File: src/inc/dsl_pkg.sv
// package for the serial-load and power-down logic of a single-channel dac
// assumes one 200 MHz system clock; frame pins arrive asynchronously
package dsl_pkg;
    // frame lengths and field layout
    localparam int NARROW_BITS = 16;
    localparam int WIDE_BITS = 24;
    localparam int NARROW_CODE_BITS = 14;
    localparam int WIDE_CODE_BITS = 16;
    localparam int NARROW_MODE_HI = 15;
    localparam int NARROW_MODE_LO = 14;
    localparam int WIDE_MODE_HI = 17;
    localparam int WIDE_MODE_LO = 16;
    localparam int WIDE_TOP_LO = 16;
    localparam logic [1:0] MODE_RESERVED_NARROW = 2'h3;
    // timing
    localparam int CLK_PERIOD_PS = 5000;
    localparam int EXIT_TIME_PS = 2500000;
    localparam int EXIT_CYCLES = EXIT_TIME_PS / CLK_PERIOD_PS;
    localparam int CODE_RESET = 0;

    // operating modes selected by the two mode bits
    typedef enum logic [1:0] {
        MODE_NORMAL = 2'b00,
        MODE_PD_OPEN = 2'b01,
        MODE_PD_100K = 2'b10,
        MODE_PD_1K = 2'b11
    } dsl_mode_t;
endpackage

File: src/hw/dsl_core.sv
// serial frame receiver, decoder and power-down control of the dac
// assumes frame select, serial clock and data come from outside this clock domain
`timescale 1ns/1ps
`default_nettype none

module dsl_core #(
    parameter bit WIDE = 1'b1,
    parameter int EXIT_CYCLES_P = dsl_pkg::EXIT_CYCLES
) (
    input wire logic clk,
    input wire logic rst,
    input wire logic frameSelN,
    input wire logic serialClk,
    input wire logic serialData,
    output logic [dsl_pkg::WIDE_CODE_BITS-1:0] dacCode,
    output dsl_pkg::dsl_mode_t opMode,
    output logic ampEnable,
    output logic outValid,
    output logic loadOpen,
    output logic load100k,
    output logic load1k,
    output logic softReset,
    output logic powerOnHold
);
    import dsl_pkg::*;

    localparam int FRAME_BITS = WIDE ? WIDE_BITS : NARROW_BITS;
    localparam int CODE_BITS = WIDE ? WIDE_CODE_BITS : NARROW_CODE_BITS;
    localparam int MODE_HI = WIDE ? WIDE_MODE_HI : NARROW_MODE_HI;
    localparam int MODE_LO = WIDE ? WIDE_MODE_LO : NARROW_MODE_LO;
    localparam int CNT_W = $clog2(WIDE_BITS + 1);
    localparam int EXIT_W = $clog2(EXIT_CYCLES_P + 1);
    localparam logic [CNT_W-1:0] LAST_COUNT = CNT_W'(FRAME_BITS - 1);
    localparam logic [EXIT_W-1:0] EXIT_LOAD = EXIT_W'(EXIT_CYCLES_P);

    // ****************************************
    // decode helpers
    // ****************************************
    // true for any of the three power-down selector values
    function automatic logic isPowerDown(input dsl_mode_t m);
        return (m != MODE_NORMAL);
    endfunction

    // one load switch per power-down selector value
    function automatic logic selects(input dsl_mode_t m, input dsl_mode_t want);
        return (m == want);
    endfunction

    // ****************************************
    // pin synchronisers
    // ****************************************
    logic [1:0] selSync;
    logic [1:0] sclkSync;
    logic [1:0] dataSync;
    logic selLast;
    logic sclkLast;

    // two flops per pin, plus an edge flop on select and clock; the first stage feeds no logic
    always_ff @(posedge clk) begin
        selSync <= {selSync[0], frameSelN};
        sclkSync <= {sclkSync[0], serialClk};
        dataSync <= {dataSync[0], serialData};
        selLast <= selSync[1];
        sclkLast <= sclkSync[1];
    end

    wire logic selLow = ~selSync[1];
    wire logic selRise = selSync[1] & ~selLast;
    wire logic sclkFall = sclkLast & ~sclkSync[1];

    // ****************************************
    // frame shift register and counter
    // ****************************************
    logic [FRAME_BITS-1:0] shiftReg;
    logic [CNT_W-1:0] bitCount;
    logic frameDone;
    logic resetStarted;
    logic onesSoFar;

    // data is shifted msb first on each falling serial clock edge
    wire logic takeBit = selLow & sclkFall & ~frameDone;
    wire logic lastEdge = takeBit & (bitCount == LAST_COUNT);
    wire logic [FRAME_BITS-1:0] fullFrame = {shiftReg[FRAME_BITS-2:0], dataSync[1]};
    wire logic allOnes = &fullFrame;
    wire logic [1:0] newModeBits = fullFrame[MODE_HI:MODE_LO];
    wire logic [CODE_BITS-1:0] newCode = fullFrame[CODE_BITS-1:0];
    // a software reset cannot be cut short once its leading ones are in;
    // every bit so far must be a one, not merely the most recent few
    wire logic prefixOnes = onesSoFar & (bitCount >= CNT_W'(CNT_W));
    // narrow parts ignore the reserved selector rather than guess a load
    wire logic modeOk = WIDE || (newModeBits != MODE_RESERVED_NARROW);

    // counter restarts on every frame select rise
    always_ff @(posedge clk) begin
        if (rst || selRise) begin
            bitCount <= '0;
            shiftReg <= '0;
            frameDone <= 1'b0;
        end else if (takeBit) begin
            shiftReg <= fullFrame;
            bitCount <= bitCount + CNT_W'(1);
            frameDone <= lastEdge;
        end
    end

    // remember a reset pattern so a late abort does not cancel it;
    // a zero bit, the last edge or the rise itself drops the claim,
    // otherwise a later ordinary abort would replay the reset
    always_ff @(posedge clk) begin
        if (rst || lastEdge || selRise) begin
            resetStarted <= 1'b0;
        end else if (takeBit) begin
            resetStarted <= (resetStarted | prefixOnes) & dataSync[1];
        end
    end

    // ones-so-far tracker, restarted with every frame
    always_ff @(posedge clk) begin
        if (rst || selRise) begin
            onesSoFar <= 1'b1;
        end else if (takeBit) begin
            onesSoFar <= onesSoFar & dataSync[1];
        end
    end

    // ****************************************
    // dac register and mode
    // ****************************************
    logic [EXIT_W-1:0] exitCount;
    wire logic finishReset = resetStarted & selRise;
    wire logic doReset = (lastEdge & allOnes) | finishReset;
    wire logic doWrite = lastEdge & ~allOnes & modeOk;
    wire dsl_mode_t nextMode = dsl_mode_t'(newModeBits);
    wire logic leavingPd = doWrite & (nextMode == MODE_NORMAL) & isPowerDown(opMode);

    // code loads only on a whole valid frame; a power-down frame loads its code too
    always_ff @(posedge clk) begin
        if (rst || doReset) begin
            dacCode <= WIDE_CODE_BITS'(CODE_RESET);
            opMode <= MODE_NORMAL;
            powerOnHold <= 1'b1;
        end else if (doWrite) begin
            dacCode <= WIDE_CODE_BITS'(newCode);
            opMode <= nextMode;
            powerOnHold <= 1'b0;
        end
    end

    // one-cycle marker of a completed software reset
    always_ff @(posedge clk) begin
        if (rst) begin
            softReset <= 1'b0;
        end else begin
            softReset <= doReset;
        end
    end

    // ****************************************
    // output stage control
    // ****************************************
    wire logic pdNow = isPowerDown(opMode);

    // exit delay only counts after a power-down is left
    always_ff @(posedge clk) begin
        if (rst) begin
            exitCount <= '0;
        end else if (leavingPd) begin
            exitCount <= EXIT_LOAD;
        end else if (exitCount != '0) begin
            exitCount <= exitCount - EXIT_W'(1);
        end
    end

    // load switches are exclusive; amplifier off in any power-down
    always_ff @(posedge clk) begin
        if (rst) begin
            ampEnable <= 1'b1;
            loadOpen <= 1'b0;
            load100k <= 1'b0;
            load1k <= 1'b0;
            outValid <= 1'b0;
        end else begin
            ampEnable <= ~pdNow;
            loadOpen <= selects(opMode, MODE_PD_OPEN);
            load100k <= selects(opMode, MODE_PD_100K);
            load1k <= selects(opMode, MODE_PD_1K);
            // stays low from power-on until a first valid write lands
            outValid <= ~pdNow & ~leavingPd & (exitCount == '0) & ~powerOnHold;
        end
    end
endmodule // dsl_core

`default_nettype wire

File: config.mk
export PLATFORM = sky130hd
export DESIGN_NAME = dsl_core
export DESIGN_NICKNAME = d
export VERILOG_FILES = /design/src/inc/dsl_pkg.sv /design/src/hw/dsl_core.sv
export SDC_FILE = /design/constraint.sdc
export NUM_CORES = 1
export LEC_CHECK = 0
export CAP_MARGIN = 30
export CORE_ASPECT_RATIO = 1.5
export CORE_MARGIN = 8
export CORE_UTILIZATION = 54
export CTS_CLUSTER_DIAMETER = 120
export DETAILED_ROUTE_END_ITERATION = 6
export DONT_BUFFER_PORTS = 1
export MAX_ROUTING_LAYER = met4
export PLACE_DENSITY = 0.72
export SYNTH_ARGS = -nofsm -noshare
export SYNTH_HDL_FRONTEND = slang
export SYNTH_SLANG_ARGS = --single-unit
File: constraint.sdc
create_clock -name clk -period 1.9 [get_ports clk]
set_clock_uncertainty 0.1 [all_clocks]
set_input_delay 0 -clock clk [delete_from_list [all_inputs] [get_ports clk]]
set_output_delay 0 -clock clk [all_outputs]
set_load 0.05 [all_outputs]
; ---- Word-level counts from Yosys, hierarchy flattened
; Index checks and enable logic that the tools add are counted.
[totals]
word_cells = 67
input_bits = 5
ff_bits = 73
[op_classes]
n_mux = 2
eq_ne = 4
bitwise = 26
n_reduce_logical = 11
add_sub_neg = 2
order_cmp = 1
[op_table]
columns = op, n
row1 = $reduce_and A24 Y1, 1
row2 = $mux W9, 2
row3 = $and A1 B1 Y1, 16
row4 = $logic_not A9 Y1, 1
row5 = $reduce_bool A9 Y1, 1
row6 = $sub A9 B1 Y9 const B, 1
row7 = $not A1 Y1, 8
row8 = $add A5 B1 Y5 const B, 1
row9 = $eq A5 B5 Y1 const B, 1
row10 = $ge A5 B3 Y1 const B, 1
row11 = $eq A2 B2 Y1 const B, 2
row12 = $logic_or A1 B1 Y1, 4
row13 = $reduce_bool A2 Y1, 2
row14 = $eq A2 B1 Y1 const B, 1
row15 = $logic_not A2 Y1, 1
row16 = $or A1 B1 Y1, 2
row17 = $reduce_or A2 Y1, 1

; ---- Depth between registers and ports, before layout
[depth]
ltp_word = 12
mapped_depth = 6
mapped_depth_nobuf = 6

; ---- Worst setup path after synthesis
; No wires, ideal clock.
[synth_timing]
path_kind = flip-flop to flip-flop
startpoint = register bitCount[0]
endpoint = register dacCode[10] (netlist bit)
path_slack_ns = 0.004
setup_time_ns = 0.060
period_less_slack_ns = 1.896
path_stages_with_launch = 7
arrival_ns = 1.735
path_buffers = 1
cell_sequence = dfxtp_1 > ha_1 > nor2b_1 > and4_1 > nor2_1 > clkbuf_1 > a22o_1
[synth_via]
elab_chain_len = 5
word_cells_on_any_way = 6
[synth_rtl]
columns = item, line
row1 = start: declaration, dsl_core.sv:75  ; logic [CNT_W-1:0] bitCount;
row2 = start signal: assignment, dsl_core.sv:101  ; bitCount <= bitCount + CNT_W'(1);
row3 = $eq A5 B5 Y1 (*), dsl_core.sv:82  ; wire logic lastEdge = takeBit & (bitCount == LAST_COUNT);
row4 = $and A1 B1 Y1 (*), dsl_core.sv:82
row5 = $and A1 B1 Y1, dsl_core.sv:131  ; wire logic doReset = (lastEdge & allOnes) | finishReset;
row6 = $or A1 B1 Y1, dsl_core.sv:131
row7 = $logic_or A1 B1 Y1, dsl_core.sv:138  ; if (rst || doReset) begin
row8 = end signal: assignment, dsl_core.sv:139  ; dacCode <= WIDE_CODE_BITS'(CODE_RESET);
row9 = end signal: assignment, dsl_core.sv:143  ; dacCode <= WIDE_CODE_BITS'(newCode);
row10 = end: declaration, dsl_core.sv:15  ; output logic [dsl_pkg::WIDE_CODE_BITS-1:0] dacCode,
; Mark *: on every way between the ends. The rest lies on a longest branch, timed or not.
; A chain may end at the register's enable or synchronous reset.

; ---- Worst setup path after layout
[layout_timing]
startpoint = register exitCount[3]
endpoint = register exitCount[1]
[layout_via]
elab_chain_len = 1
[layout_rtl]
columns = item, line
row1 = start: declaration, dsl_core.sv:129  ; logic [EXIT_W-1:0] exitCount;
row2 = start signal: assignment, dsl_core.sv:170  ; exitCount <= exitCount - EXIT_W'(1);
row3 = $reduce_bool A9 Y1, dsl_core.sv:169  ; end else if (exitCount != '0) begin
; No other way between the ends.

==> results.cfg <==
[clock_network]
cts_tree = done
cts.sinks = 73
worstSkewPairLatency_ps = 340
cts-root-buf = clkbuf_8
cts_made_buffers = 9
clockBufferDepth = 2
path_clk_slew_ps = 70
htreeDepth = 3
post_cts.repair.setup_buffers = 0

[sta]
worst_slew_pin_slew_ps = 539.8
rsz0062_at_grt = no
slew_violations = 0
timing.final.crit_share_pct = 91.97
clock.fmax_mhz = 572.2
tns_ps = 0
slew_headroom_pct = 63.74
timing.hold.ws_ps = 45.46
setup_violations = 0
fin_crit_ps = 1747
worst_slack_ps = 152.5
hold_viol = 0

[cells_and_area]
drive_gt1_share_pct = 16.23
instances_no_fill = 374
diodes = 0
final_cell_area_um2 = 3059
area_growth_pct = 18.98
utilization_pct = 65.18
finalNetCount = 313

[setup_path]
arrival_ps = 1850
cp_slowest_stage_delay_ps = 470
cp-end-kind = flip-flop
critPathSlowestCell = nor4_1
cp_top_family = simple AND/OR/NAND/NOR gates
worstSetupPathType = flip-flop to flip-flop
path_max_fanout = 6
crit_required_ps = 2010
path_buf_inv = 0
worstPathCellList = nor4_1, nand3_1, a2111oi_0
cp-start-kind = flip-flop
r2r_setup_slack_ps = 150

[synth]
yosysTopAreaCell = dfxtp_1
yosysSeqAreaShare_pct = 56.84
synth_area_um2 = 2571
ys_types = 36
synth.top_cells.by_area = dfxtp_1 57%, nand2_1 7.6%, a22o_1 6.1%
postSynthCellCount = 271
synthesis.nets = 279
yosys_warnings = 0
syn_area_per_cell_um2 = 9.488
synth_seq_cells = 73
synth_top_area_share_pct = 56.84

[pwr]
power_mw = 3.341
vdd_drop_max_uv = 664.3
pwr-share-clk_pct = 30.8
internal_power_mw = 2.419
leakagePower_nw = 1.164
sw_frac_of_total_pct = 27.60
powerDensity_nw_per_um2 = 1092
pwr-share-seq_pct = 51.2
switching_power_mw = 0.9220
p_comb_share_pct = 18.1

[global_routing]
grt_max_degree = 32
grt_usage_pct = 15.25
grt_pass1_wl_mm = 8.466
antenna_found_initial = 0
grt.overflow.total = 0
grt_pass1_vias = 1897

[floorplan]
rows = 31
die_y_um = 100.5
initial_core_util_pct = 54.79
io_pins = 30
core-area_um2 = 4693
dieArea_um2 = 7271
die_w_um = 72.34

[detailed_routing]
dr.first_iter.drc_count = 90
num_vias = 2024
wl_mm = 5.119
wl_per_cell_um = 13.69
route.antenna.remaining_nets = 0
post-route-drc-count = 0
firstDrtPassIters = 4
viasPerCell = 5.412

[place]
hpwl_mm = 3.446
preCtsSetupSlack_ps = 125.0
place_area_um2 = 2853
io_buffers = 0
dpl.cell_count = 356
gp_congestion = 0.8670

[flow_run]
cap_viol_max_count = 0

[outcome]
outcome = complete, no violations

[hold_path]
hp-class = input port to flip-flop
## worst reg2reg max path: stages, from the launching register on
cell       delay, ps
dfxtp_1          360
nor4_1           470
nand3_1          240
a2111oi_0        460
## kinds of logic (layout without fill, tap and decap cells)
group	after synthesis	count (layout)	share of synthesized area (%)
fa+ha+maj	3	3	1.460
mux	1	1	0.3893
xor+xnor	5	5	1.703
compound gates	60	60	15.43
simple gates	110	110	21.22
flops	73	73	56.84
buf+inv	19	56	2.968
## registers in the layout, summed over array words and instances (netlist names), 2 cells and up
| name | flops |
|---|---|
| dataSync | 2 |
| bitCount | 5 |
| sclkSync | 2 |
| opMode | 2 |
| selSync | 2 |
| dacCode | 16 |
| shiftReg | 23 |
| exitCount | 9 |
## path summary, 6_finish.rpt
| path | from | endpoint | cells after the start |
|---|---|---|---|
| setup reg to reg | exitCount[3]$_SDFFE_PP0P_ | exitCount[1]$_SDFFE_PP0P_ | 3 |
| hold reg to reg | selSync[0]$_DFF_P_ | selSync[1]$_DFF_P_ | 0 |
| hold / removal | rst | shiftReg[16]$_SDFFE_PP0P_ | 3 |
| setup / recovery | exitCount[3]$_SDFFE_PP0P_ | exitCount[1]$_SDFFE_PP0P_ | 3 |
## power groups by stage
stage               Sequential, mW  Combinational [mW]  Clock [mW]
floorplan                     1.72               0.465           0
global placement              1.74               0.566           0
detailed placement            1.74               0.583           0
CTS                           1.71               0.595        1.06
global route                  1.72               0.675        1.12
finish                        1.71               0.604        1.03
## area by class of cell
type                       instances  area [um^2]
sequential                        73         1461
clock buffer                      14        162.7
tap                               66        82.58
multi-input combinational        179         1037
timing repair buffer              36        292.8
inverter                           6        22.52
fill                             393         1634
## routing by layer
layer	track usage, %	wire length, um	up-vias
met1	15.43	2194	959
met3	5.478	249	10
met4	9.163	94	0
li1	-	-	1017
met2	24.56	2580	38
met5	-	0	-
## what timing repair did
item                                    CTS  global route
resized for setup                         0             1
hold buffers                              4             0
endpoints found under the setup margin    0             4
hold endpoints to repair                 19             0
## cell usage after synthesis
master      n
dfxtp_1    73
nand2_1    52
a21oi_1    29
a22o_1     18
nor2_1     17
clkbuf_1   11
nand4_1     8
inv_1       6
nand3_1     6
a31oi_1     4
nor3_1      4
nor4_1      4
ha_1        3
nand2b_1    3
nor2b_1     3
xor2_1      3
a211oi_1    2
nand3b_1    2
nor3b_1     2
o21ai_0     2
o31ai_1     2
or4_1       2
xnor2_1     2
a2111oi_0   1
a211oi_2    1
a21o_1      1
and3b_1     1
and4_1      1
buf_2       1
buf_4       1
mux2i_1     1
nand4_2     1
nor4b_4     1
or2_2       1
or3b_2      1
or4b_2      1
## cells in the final DEF (no fill, tap or decap), drive strengths merged, types with 6 or more instances in the layout
cell type  instances
nand2             52
inv                6
buf               32
a22o              18
a21oi             29
dfxtp             73
clkbuf            14
nand3              6
nor2              17
nand4              9
Note: power is estimated with default switching activity, not from simulation.
